==> config.mk <==
export PLATFORM = sky130hd
export DESIGN_NAME = mlpc_link_ctrl
export DESIGN_NICKNAME = d
export VERILOG_FILES = /design/src/design/mlpc_pkg.sv /design/src/design/mlpc_link_ctrl.sv
export SDC_FILE = /design/constraint.sdc
export NUM_CORES = 1
export LEC_CHECK = 0
export BUFFER_PORTS_ARGS = -buffer_cell sky130_fd_sc_hd__buf_2
export CAP_MARGIN = 30
export CORE_MARGIN = 3
export CORE_UTILIZATION = 30
export CTS_BUF_LIST = sky130_fd_sc_hd__clkbuf_4 sky130_fd_sc_hd__clkbuf_8
export CTS_CLUSTER_DIAMETER = 150
export CTS_CLUSTER_SIZE = 20
export DETAILED_ROUTE_END_ITERATION = 16
export PLACE_DENSITY = 0.49
export SLEW_MARGIN = 20
export SYNTH_ARGS = -nofsm -noshare
export SYNTH_HDL_FRONTEND = slang
export SYNTH_SLANG_ARGS = --single-unit
==> constraint.sdc <==
create_clock -name mclk -period 6.5 [get_ports mclk]
set_input_delay 1.3 -clock mclk [delete_from_list [all_inputs] [get_ports mclk]]
set_output_delay 1.3 -clock mclk [all_outputs]
set_load 0.05 [all_outputs]
==> src/design/mlpc_pkg.sv <==
// Contract
// - close packet at max size, or at min size once gap timer expires
// - pmp master sends each packet one plus retransmit count times
// - select 65535: sync to any upstream unit with our network address
// - select 1..65534: sync only with upstream unit of that address
// - upstream unit select resets to 1, the master address
// - mesh: read-only signal level averaged over last 8 hop intervals
// - pp/pmp remotes report average level from their upstream unit
// - pp/pmp master reports average level from downstream units
// - averaged level drives three signal level status lines
// - master keeps level lines off until a downstream packet is seen
// - mesh: unacked count reaching limit drops route, starts discovery
// - nosync intake 1 keeps serial data while unsynced, 0 discards it
// - nosync intake setting has no effect on a master
// - gap timer counts quarter character times, default 10
// - gap timer runs only after min size; longer gap closes packet
`default_nettype none
package mlpc_pkg;
   // ----------------------------------------
   // register word addresses
   // ----------------------------------------
   localparam logic [3:0] ADDR_CTRL = 4'h0;
   localparam logic [3:0] ADDR_UP_SEL = 4'h1;
   localparam logic [3:0] ADDR_MIN = 4'h2;
   localparam logic [3:0] ADDR_MAX = 4'h3;
   localparam logic [3:0] ADDR_RETX = 4'h4;
   localparam logic [3:0] ADDR_GAP = 4'h5;
   localparam logic [3:0] ADDR_LIM = 4'h6;
   localparam logic [3:0] ADDR_NOSYNC = 4'h7;
   localparam logic [3:0] ADDR_UP_AVG = 4'h8;
   localparam logic [3:0] ADDR_DN_AVG = 4'h9;
   localparam logic [3:0] ADDR_STAT = 4'ha;
   // ----------------------------------------
   // field positions and reset values
   // ----------------------------------------
   localparam int CTRL_MASTER_BIT = 2;
   localparam logic [15:0] RST_UP_SEL = 16'h0001;
   localparam logic [15:0] ROAM_ALL = 16'hffff;
   localparam logic [7:0] RST_MIN = 8'h01;
   localparam logic [8:0] RST_MAX = 9'h100;
   localparam logic [7:0] RST_RETX = 8'h03;
   localparam logic [7:0] RST_GAP = 8'h0a;
   localparam logic [7:0] RST_LIM = 8'h09;
   localparam logic RST_NOSYNC = 1'b0;
   // ----------------------------------------
   // signal level scale, dbm two's complement
   // ----------------------------------------
   localparam logic [7:0] DBM_FLOOR = 8'h92;
   localparam logic [7:0] LVL_TH1 = 8'h9c;
   localparam logic [7:0] LVL_TH2 = 8'hab;
   localparam logic [7:0] LVL_TH3 = 8'hba;
   localparam int FIFO_DEPTH = 16;
   localparam int FIFO_WIDTH = 8;

   typedef enum logic [1:0] {MODE_PMP, MODE_PP, MODE_MESH} mlpc_mode_type;

   typedef struct packed {
      logic vld;
      logic [15:0] unit_addr;
      logic net_match;
   } mlpc_beacon_type;

   typedef struct packed {
      logic vld;
      logic [7:0] dbm;
      logic from_dn;
   } mlpc_rssi_type;

   typedef struct packed {
      logic close;
      logic [8:0] len;
      logic [8:0] copies;
   } mlpc_pkt_type;
endpackage
`default_nettype wire

==> src/design/mlpc_link_ctrl.sv <==
`default_nettype none
// ----------------------------------------
// byte fifo
// ----------------------------------------
module mlpc_fifo #(
   parameter int WIDTH = 8,
   parameter int DEPTH = 16
) (
   input wire logic mclk,
   input wire logic rst_b,
   input wire logic in_vld,
   output logic in_rdy,
   input wire logic [WIDTH-1:0] in_data,
   output logic out_vld,
   input wire logic out_rdy,
   output logic [WIDTH-1:0] out_data
);
   localparam int AW = $clog2(DEPTH);
   typedef struct packed {
      logic [AW:0] wp;
      logic [AW:0] rp;
   } mlpc_ptr_type;
   mlpc_ptr_type ptr_ff, nxt_ptr;
   logic [WIDTH-1:0] mem [DEPTH];
   logic full, empty;

   assign empty = ptr_ff.wp == ptr_ff.rp;
   assign full = ptr_ff.wp == {~ptr_ff.rp[AW], ptr_ff.rp[AW-1:0]};
   assign in_rdy = !full;
   assign out_vld = !empty;
   assign out_data = mem[ptr_ff.rp[AW-1:0]];

   always_comb begin
      nxt_ptr = ptr_ff;
      if (in_vld && !full) begin
         nxt_ptr.wp = ptr_ff.wp + 1'b1;
      end
      if (out_rdy && !empty) begin
         nxt_ptr.rp = ptr_ff.rp + 1'b1;
      end
   end

   always_ff @(posedge mclk) begin
      if (!rst_b) begin
         ptr_ff <= '0;
      end else begin
         ptr_ff <= nxt_ptr;
      end
      if (in_vld && !full) begin
         mem[ptr_ff.wp[AW-1:0]] <= in_data;
      end
   end
endmodule

// ----------------------------------------
// link packet control
// ----------------------------------------
module mlpc_link_ctrl
   import mlpc_pkg::*;
(
   input wire logic mclk,
   input wire logic rst_b,
   input wire logic [3:0] reg_addr,
   input wire logic [15:0] reg_wdata,
   input wire logic reg_wr,
   input wire logic reg_rd,
   output logic [15:0] reg_rdata,
   input wire logic synced,
   input wire logic ser_vld,
   output logic ser_rdy,
   input wire logic [7:0] ser_data,
   input wire logic quarter_tick,
   output logic pkt_vld,
   input wire logic pkt_rdy,
   output logic [7:0] pkt_data,
   output mlpc_pkt_type pkt,
   input wire mlpc_beacon_type beacon,
   output logic sync_accept,
   output logic [15:0] upstream_lock,
   input wire logic hop_tick,
   input wire mlpc_rssi_type rssi,
   output logic [2:0] signal_level_lines,
   input wire logic tx_done,
   input wire logic tx_acked,
   output logic route_drop
);
   typedef struct packed {
      mlpc_mode_type mode;
      logic master;
      logic [15:0] up_sel;
      logic [7:0] min_sz;
      logic [8:0] max_sz;
      logic [7:0] retx;
      logic [7:0] gap_to;
      logic [7:0] lim;
      logic nosync;
      logic [8:0] cnt;
      logic [8:0] gap;
      mlpc_pkt_type pkt;
      logic [7:0][7:0] up_hist;
      logic [7:0][7:0] dn_hist;
      logic [7:0] up_cur;
      logic [7:0] dn_cur;
      logic [7:0] up_avg;
      logic [7:0] dn_avg;
      logic dn_valid;
      logic [2:0] lvl;
      logic [7:0] fails;
      logic drop;
      logic acc;
      logic [15:0] lock;
      logic [15:0] rdata;
   } mlpc_state_type;

   mlpc_state_type st_ff, nxt_st;
   logic keep, fifo_rdy, byte_in, timer_close;

   // mean of eight signed readings; shift keeps sign
   function automatic logic [7:0] avg8(input logic [7:0][7:0] h);
      logic signed [10:0] s;
      s = '0;
      for (int i = 0; i < 8; i++) begin
         s = s + 11'(signed'(h[i]));
      end
      return s[10:3];
   endfunction

   // thermometer code on three lines, stronger level lights more
   function automatic logic [2:0] therm(input logic [7:0] d);
      logic signed [7:0] v;
      v = signed'(d);
      return {v >= signed'(LVL_TH3), v >= signed'(LVL_TH2),
              v >= signed'(LVL_TH1)};
   endfunction

   // ----------------------------------------
   // serial intake and fifo
   // ----------------------------------------
   // discarded bytes are still consumed so the port never stalls on them
   assign keep = synced || st_ff.nosync || st_ff.master;
   assign byte_in = ser_vld && keep && fifo_rdy;
   assign ser_rdy = keep ? fifo_rdy : 1'b1;
   assign timer_close = !byte_in && st_ff.cnt != '0 &&
      st_ff.cnt >= {1'b0, st_ff.min_sz} &&
      st_ff.gap > {1'b0, st_ff.gap_to};

   mlpc_fifo #(.WIDTH(FIFO_WIDTH), .DEPTH(FIFO_DEPTH)) u_fifo (
      .mclk(mclk),
      .rst_b(rst_b),
      .in_vld(ser_vld && keep),
      .in_rdy(fifo_rdy),
      .in_data(ser_data),
      .out_vld(pkt_vld),
      .out_rdy(pkt_rdy),
      .out_data(pkt_data)
   );

   always_comb begin
      nxt_st = st_ff;
      nxt_st.pkt.close = 1'b0;
      nxt_st.drop = 1'b0;
      nxt_st.acc = 1'b0;
      nxt_st.rdata = '0;
      // ----------------------------------------
      // register writes and reads
      // ----------------------------------------
      if (reg_wr) begin
         unique case (reg_addr)
            ADDR_CTRL: begin
               nxt_st.mode = mlpc_mode_type'(reg_wdata[1:0]);
               nxt_st.master = reg_wdata[CTRL_MASTER_BIT];
            end
            ADDR_UP_SEL: nxt_st.up_sel = reg_wdata;
            ADDR_MIN: nxt_st.min_sz = reg_wdata[7:0];
            ADDR_MAX: nxt_st.max_sz = reg_wdata[8:0];
            ADDR_RETX: nxt_st.retx = reg_wdata[7:0];
            ADDR_GAP: nxt_st.gap_to = reg_wdata[7:0];
            ADDR_LIM: nxt_st.lim = reg_wdata[7:0];
            ADDR_NOSYNC: nxt_st.nosync = reg_wdata[0];
            default: ;
         endcase
      end
      if (reg_rd) begin
         unique case (reg_addr)
            ADDR_CTRL: nxt_st.rdata = {13'h0000, st_ff.master,
                                       st_ff.mode};
            ADDR_UP_SEL: nxt_st.rdata = st_ff.up_sel;
            ADDR_MIN: nxt_st.rdata = {8'h00, st_ff.min_sz};
            ADDR_MAX: nxt_st.rdata = {7'h00, st_ff.max_sz};
            ADDR_RETX: nxt_st.rdata = {8'h00, st_ff.retx};
            ADDR_GAP: nxt_st.rdata = {8'h00, st_ff.gap_to};
            ADDR_LIM: nxt_st.rdata = {8'h00, st_ff.lim};
            ADDR_NOSYNC: nxt_st.rdata = {15'h0000, st_ff.nosync};
            ADDR_UP_AVG: nxt_st.rdata = {8'h00, st_ff.up_avg};
            ADDR_DN_AVG: nxt_st.rdata = {8'h00, st_ff.dn_avg};
            ADDR_STAT: nxt_st.rdata = {8'h00, st_ff.fails};
            default: nxt_st.rdata = '0;
         endcase
      end
      // ----------------------------------------
      // packet closing
      // ----------------------------------------
      if (byte_in) begin
         nxt_st.gap = '0;
         if (st_ff.cnt + 9'h001 >= st_ff.max_sz) begin
            nxt_st.cnt = '0;
            nxt_st.pkt.close = 1'b1;
            nxt_st.pkt.len = st_ff.cnt + 9'h001;
         end else begin
            nxt_st.cnt = st_ff.cnt + 9'h001;
         end
      end else if (timer_close) begin
         nxt_st.cnt = '0;
         nxt_st.gap = '0;
         nxt_st.pkt.close = 1'b1;
         nxt_st.pkt.len = st_ff.cnt;
      end else if (quarter_tick && st_ff.cnt != '0 &&
                   st_ff.cnt >= {1'b0, st_ff.min_sz}) begin
         // saturate so a long silence cannot wrap back below timeout
         if (st_ff.gap != 9'h1ff) begin
            nxt_st.gap = st_ff.gap + 9'h001;
         end
      end
      if (st_ff.master && st_ff.mode == MODE_PMP) begin
         nxt_st.pkt.copies = {1'b0, st_ff.retx} + 9'h001;
      end else begin
         nxt_st.pkt.copies = 9'h001;
      end
      // ----------------------------------------
      // upstream selection
      // ----------------------------------------
      if (beacon.vld && beacon.net_match && !st_ff.master &&
          (st_ff.up_sel == ROAM_ALL ||
           beacon.unit_addr == st_ff.up_sel)) begin
         nxt_st.acc = 1'b1;
         nxt_st.lock = beacon.unit_addr;
      end
      // ----------------------------------------
      // signal level averaging
      // ----------------------------------------
      if (rssi.vld && rssi.from_dn) begin
         nxt_st.dn_cur = rssi.dbm;
         nxt_st.dn_valid = 1'b1;
      end else if (rssi.vld) begin
         nxt_st.up_cur = rssi.dbm;
      end
      if (hop_tick) begin
         nxt_st.up_hist = {st_ff.up_hist[6:0], st_ff.up_cur};
         nxt_st.dn_hist = {st_ff.dn_hist[6:0], st_ff.dn_cur};
         nxt_st.up_avg = avg8(nxt_st.up_hist);
         nxt_st.dn_avg = avg8(nxt_st.dn_hist);
         // silent interval counts as floor level
         nxt_st.up_cur = DBM_FLOOR;
         nxt_st.dn_cur = DBM_FLOOR;
      end
      if (st_ff.master) begin
         nxt_st.lvl = st_ff.dn_valid ? therm(st_ff.dn_avg) :
                      3'b000;
      end else begin
         nxt_st.lvl = therm(st_ff.up_avg);
      end
      // ----------------------------------------
      // mesh route attempts
      // ----------------------------------------
      if (tx_done && st_ff.mode == MODE_MESH) begin
         if (tx_acked) begin
            nxt_st.fails = '0;
         end else if (st_ff.fails + 8'h01 >= st_ff.lim) begin
            nxt_st.fails = '0;
            nxt_st.drop = 1'b1;
         end else begin
            nxt_st.fails = st_ff.fails + 8'h01;
         end
      end
   end

   always_ff @(posedge mclk) begin
      if (!rst_b) begin
         st_ff <= '0;
         st_ff.mode <= MODE_PMP;
         st_ff.up_sel <= RST_UP_SEL;
         st_ff.min_sz <= RST_MIN;
         st_ff.max_sz <= RST_MAX;
         st_ff.retx <= RST_RETX;
         st_ff.gap_to <= RST_GAP;
         st_ff.lim <= RST_LIM;
         st_ff.nosync <= RST_NOSYNC;
         st_ff.up_hist <= {8{DBM_FLOOR}};
         st_ff.dn_hist <= {8{DBM_FLOOR}};
         st_ff.up_cur <= DBM_FLOOR;
         st_ff.dn_cur <= DBM_FLOOR;
         st_ff.up_avg <= DBM_FLOOR;
         st_ff.dn_avg <= DBM_FLOOR;
      end else begin
         st_ff <= nxt_st;
      end
   end

   assign reg_rdata = st_ff.rdata;
   assign pkt = st_ff.pkt;
   assign sync_accept = st_ff.acc;
   assign upstream_lock = st_ff.lock;
   assign signal_level_lines = st_ff.lvl;
   assign route_drop = st_ff.drop;
endmodule
`default_nettype wire

Yosys cells after proc, flatten, opt, wreduce, memory -nomap -nowiden
Memories as Yosys holds them, arrays and structs flattened. A register that Yosys moved wholly into a read port is not among the register bits.
Cells that the tools add are included.

word-level totals
  flip-flop bits (word level) = 298
  RAM bits = 128
  input bits = 67
  output and inout port bits = 66
  memories = 1

memories
  name        words  width  read ports  clocked after Yosys merged registers in  write ports  RTL line              source
  u_fifo.mem  16     8      1           1                                        1            mlpc_link_ctrl.sv:24  logic [WIDTH-1:0] mem [DEPTH];

operators by class
  add/sub/neg operators = 20
  magnitude comparators = 10
  equal/unequal tests = 17
  muxes and demuxes = 21
  bitwise operators = 4
  reductions and logical operators = 41

operator list
  operator                                             count
  case mux 16 bit (11 select lines)                    1
  adder 11 x 8 -> 11 bit                               8
  >= comparator 8 bit, second input constant           6
  2-to-1 mux 9 bit                                     5
  2-to-1 mux 28 bit                                    1
  AND reduction 2 bit                                  13
  adder 10 x 8 -> 11 bit                               2
  adder 9 x 8 -> 10 bit                                2
  2-to-1 mux 10 bit                                    2
  adder 8 x 8 -> 9 bit                                 2
  adder 9 x 1 -> 9 bit, second input constant          2
  2-to-1 mux 17 bit                                    1
  equality test 16 bit                                 1
  equality test 16 bit, second input constant          1
  equality test 4 x 3 -> 1 bit, second input constant  4
  2-to-1 mux 8 bit                                     2
  logical AND 1 bit                                    14
  equality test 4 bit, second input constant           3
  adder 5 x 1 -> 5 bit, second input constant          2
  equality test 5 bit                                  2
  adder 8 x 1 -> 9 bit, second input constant          1
  >= comparator 9 x 8 -> 1 bit                         1
  >= comparator 9 bit                                  1
  > comparator 9 x 8 -> 1 bit                          1
  other kinds (19)                                     35

Depth between registers and ports, before layout
  word-level depth = 10
  gate-level depth with buffers = 17

Cells and area by module
Synthesis repeated with hierarchy kept, for this count alone.

second synthesis, totals
  cell total of the unflattened synthesis = 2,098
  area total of the unflattened synthesis = 22,029.9 µm²

modules (own cells, without submodules)
  module          instances  cells an instance  area an instance (µm²)
  mlpc_link_ctrl  1          1,813              16,203.0
  mlpc_fifo       1          285                5,826.8

Worst setup path after synthesis
No wires, ideal clock.

  path kind = register to register
  start point = register st_ff[65] in the netlist's numbering
  end point = register st_ff[50] in the netlist's numbering
  data arrival time = 4.108 ns
  data required time = 6.380 ns
  setup slack = 2.272 ns
  stages on the path, launching flop included = 16
  path through = dfxtp_1 -> inv_1 -> fa_1 -> inv_1 -> fa_1 -> fa_1 -> inv_1 -> fa_1 -> inv_1 -> ha_1 -> and3_1 -> a221oi_1 -> o21ai_0 -> a21oi_1 -> xnor2_1 -> a211o_1

between the ends
  word-level cells in the longest chain between the ends = 7

ends and longest elaborated chain
  what                                 RTL line               source
  from (decl)                          mlpc_link_ctrl.sv:115  mlpc_state_type st_ff, nxt_st;
  from (signal assigned)               mlpc_link_ctrl.sv:295  st_ff <= nxt_st;
  adder 8 x 8 -> 9 bit                 mlpc_link_ctrl.sv:123  s = s + 11'(signed'(h[i]));
  adder 9 x 8 -> 10 bit                mlpc_link_ctrl.sv:123
  adder 10 x 8 -> 11 bit               mlpc_link_ctrl.sv:123
  adder 11 x 8 -> 11 bit (4 in a row)  mlpc_link_ctrl.sv:123

No other way between the ends.
A chain may end at the register's enable or synchronous reset.

Worst setup path after layout
Same ends and word-level chain as after synthesis.

==> metrics.md <==
| Metric | Value |
|---|---|
| Most used flip-flop cell after synthesis | `dfxtp_1` |
| Placed Instance Area | `23000 um2` |
| Mux cell area share after synthesis | `11.3%` |
| Area leader, netlist | `dfxtp_1` |
| Logic pwr share | `18.5%` |
| Root buf cell | `clkbuf_8` |
| Total grt overflow | `0` |
| Multi-input gate area | `10100 um2` |
| Longest Clk Path Bufs | `3` |
| Finished Cell Area | `23400 um2` |
| Syn_area_per_cell | `10.4 um2` |
| EDFF count, synth | `128` |
| Site Rows | `98` |
| Clk_skew | `0.0682 ns` |
| Worst hold slack | `0.456 ns` |
| Register area share after synthesis | `45.3%` |
| Synth Net Count | `2330` |
| Req. time, crit path | `7.07 ns` |
| Htree depth | `1` |
| Fillers | `7418` |
| P&R area growth vs syn | `7.24%` |
| Layout net count | `2349` |
| Buffers added on ports | `132` |
| Routability congestion estimate | `0.828` |
| Layout cell share with drive strength beyond 1 | `11.4%` |
| Net Switching | `0.00150 W` |
| Wirelength per Cell | `16.7 um` |
| Final period util | `68.3%` |
| Pin count of the biggest net entering global routing | `67` |
| Final setup violation count | `0` |
| CTS Hold Bufs | `0` |
| Critical Path Source Type | `flip-flop` |
| Cts repair resizes | `0` |
| I/O pins | `133` |
| Post-Synth Adder-Cell Area | `12.8%` |
| Vias in the first global route | `14800` |
| Die area | `76100 um2` |
| Power Internal | `0.00360 W` |
| TritonCTS clock tree | `built` |
| Worst-path clk slew | `0.14 ns` |
| Width of the chip | `276 um` |
| Post-DR vias/cell | `4.70` |
| CP Class | `flip-flop to flip-flop` |
| RSZ-0062 raised after global routing | `no` |
| Relative slew slack | `37.2%` |
| Vias | `14500` |
| Hpwl dp | `37500 um` |
| Drt drc | `0` |
| Placed insts | `3041` |
| GRT Total Usage | `13.6%` |
| First-pass iteration count of the detailed router | `5` |
| Slew Limit Fails | `0` |
| Commonest non-fill, non-tap cell in the layout | `dfxtp_1` |
| Drt total wl | `51500 um` |
| Core area | `71900 um2` |
| Yosys top cell area share | `27.7%` |
| Final ANT Viol Nets | `0` |
| Peak supply drop | `0.000110 V` |
| Post-CTS Setup Repair Bufs | `0` |
| Leak | `9.61 nW` |
| Async S/R FF share, synth | `0%` |
| Crit path max fanout | `3` |
| Clock latency on the worst-skew pair | `0.66 ns` |
| Final hold violations | `0` |
| Most frequent cells in the layout | `dfxtp_1, inv_1, nor2_1` |
| Synth Area in Compound Gates | `8.28%` |
| Yosys cell types | `74` |
| Setup TNS Final | `0 ns` |
| Clock group share of total power | `24.7%` |
| Num CTS Buffers | `25` |
| Die span in y | `276 um` |
| Status | `finished clean` |
| Yosys reg bits | `430` |
| Simple-gate portion of the synthesized area | `11.3%` |
| Mapped cell area | `21800 um2` |
| Pwr dens | `218 nW/um2` |
| Seq pwr share | `56.8%` |
| Ant diodes | `0` |
| TritonCTS Sinks | `430` |
| Iteration-0 DRC Markers | `849` |
| Crit path DAT | `5.01 ns` |
| Largest cells by area after synthesis | `dfxtp_1, edfxtp_1, fa_1` |
| Global-route wire length before repair | `82400 um` |
| Fmax | `225 MHz` |
| Min Clock Period, post-route | `4.44 ns` |
| Initial antenna violation count | `0` |
| Xor and xnor fraction of the mapped netlist area | `2.49%` |
| Reg area | `9890 um2` |
| Starting Density | `30.4%` |
| Switch share | `29.4%` |
| Largest family of logic cells by synthesized area | `adder cells` |
| Cells after synthesis | `2099` |
| Final cell count without fillers | `3076` |
| Crit. End Element | `flip-flop` |
| Yosys warns | `0` |
| Hold/Removal Path Class | `flip-flop to flip-flop` |
| Worst Tran Pin Value | `0.943 ns` |
| Max Cap Violations | `0` |
-- per-stage QoR --
step                      utilization [%]  setup slack [ns]  power [W]
after floorplan                         -              2.27    0.00364
after global placement               32.0              2.08    0.00390
after detailed placement             32.0              2.04    0.00391
after CTS                            32.6              2.03    0.00520
after global routing                 32.6              1.82    0.00539
final                                32.6              2.06    0.00510
-- per-layer routing --
layer | vias up | track usage [%] | part of all wire (%)
met4 | 0 | 2.47 | 1.4
met3 | 48 | 1.74 | 3.8
met1 | 7150 | 19.2 | 48
li1 | 7030 | - | -
met2 | 225 | 22.5 | 47
met5 | - | 0 | 0
-- path summary, 6_finish.rpt --
check	slack, ns	start	end	depth (start not counted)
worst max-delay path	2.06	st_ff[65]	st_ff[50]	15
worst min register to register	0.46	st_ff[175]	st_ff[183]	2
worst min-delay path	0.46	st_ff[175]	st_ff[183]	2
worst max register to register	2.06	st_ff[65]	st_ff[50]	15
-- cell type report --
cell class / count / share of cell area (%)
tap: 950 / 5.07
timing repair buffer: 144 / 3.31
sequential: 430 / 42.2
clock buffer: 33 / 1.72
inverter: 282 / 4.54
multi-input combinational: 1235 / 43.1
clock inverter: 2 / 0.0801
-- synthesized netlist by cell type, drive strengths merged, types with 9 or more instances --
cell	number
nor2	199
nand3	46
and2	14
a31oi	9
xnor2	40
o211ai	53
buf	88
nor2b	15
ha	64
inv	282
mux2i	147
fa	100
a211oi	9
nor3	16
mux4	42
o21ai	39
nand2	178
dfxtp	302
a21oi	77
nand2b	13
edfxtp	128
clkbuf	64
and3	14
xor2	22
nand4	20
-- state kept, by name (all words and copies together), names as in the netlist, named ones only --
| signal | count |
|---|---|
| pkt | 19 |
| reg_rdata | 16 |
| route_drop | 1 |
| signal_level_lines | 3 |
| st_ff | 232 |
| sync_accept | 1 |
| u_fifo.mem | 128 |
| u_fifo.ptr_ff | 10 |
| upstream_lock | 16 |
-- critical path, stage by stage (launching register included) --
cell,delay (ns)
dfxtp_1,0.37
inv_1,0.07
fa_1,0.54
inv_1,0.06
fa_1,0.50
fa_1,0.55
inv_1,0.05
fa_1,0.58
inv_1,0.06
ha_1,0.28
and3_1,0.16
a221oi_1,0.46
o21ai_0,0.14
a21oi_1,0.19
xnor2_1,0.08
a211o_1,0.28
-- cells by family after synthesis --
logic type,count (synthesis)
fa+ha+maj,164
simple gates,549
xor+xnor,62
mux,193
compound gates,267
buf+inv,434
flops,430
-- power by group through the flow --
stage	clock network (W)	logic [W]	registers, W
floorplan	0	0.000715	0.00292
global placement	0	0.000948	0.00296
detailed placement	0	0.000956	0.00296
CTS	0.00134	0.000961	0.00290
global route	0.00143	0.00106	0.00291
finish	0.00126	0.000941	0.00290
(Power assumes the default switching activity.)
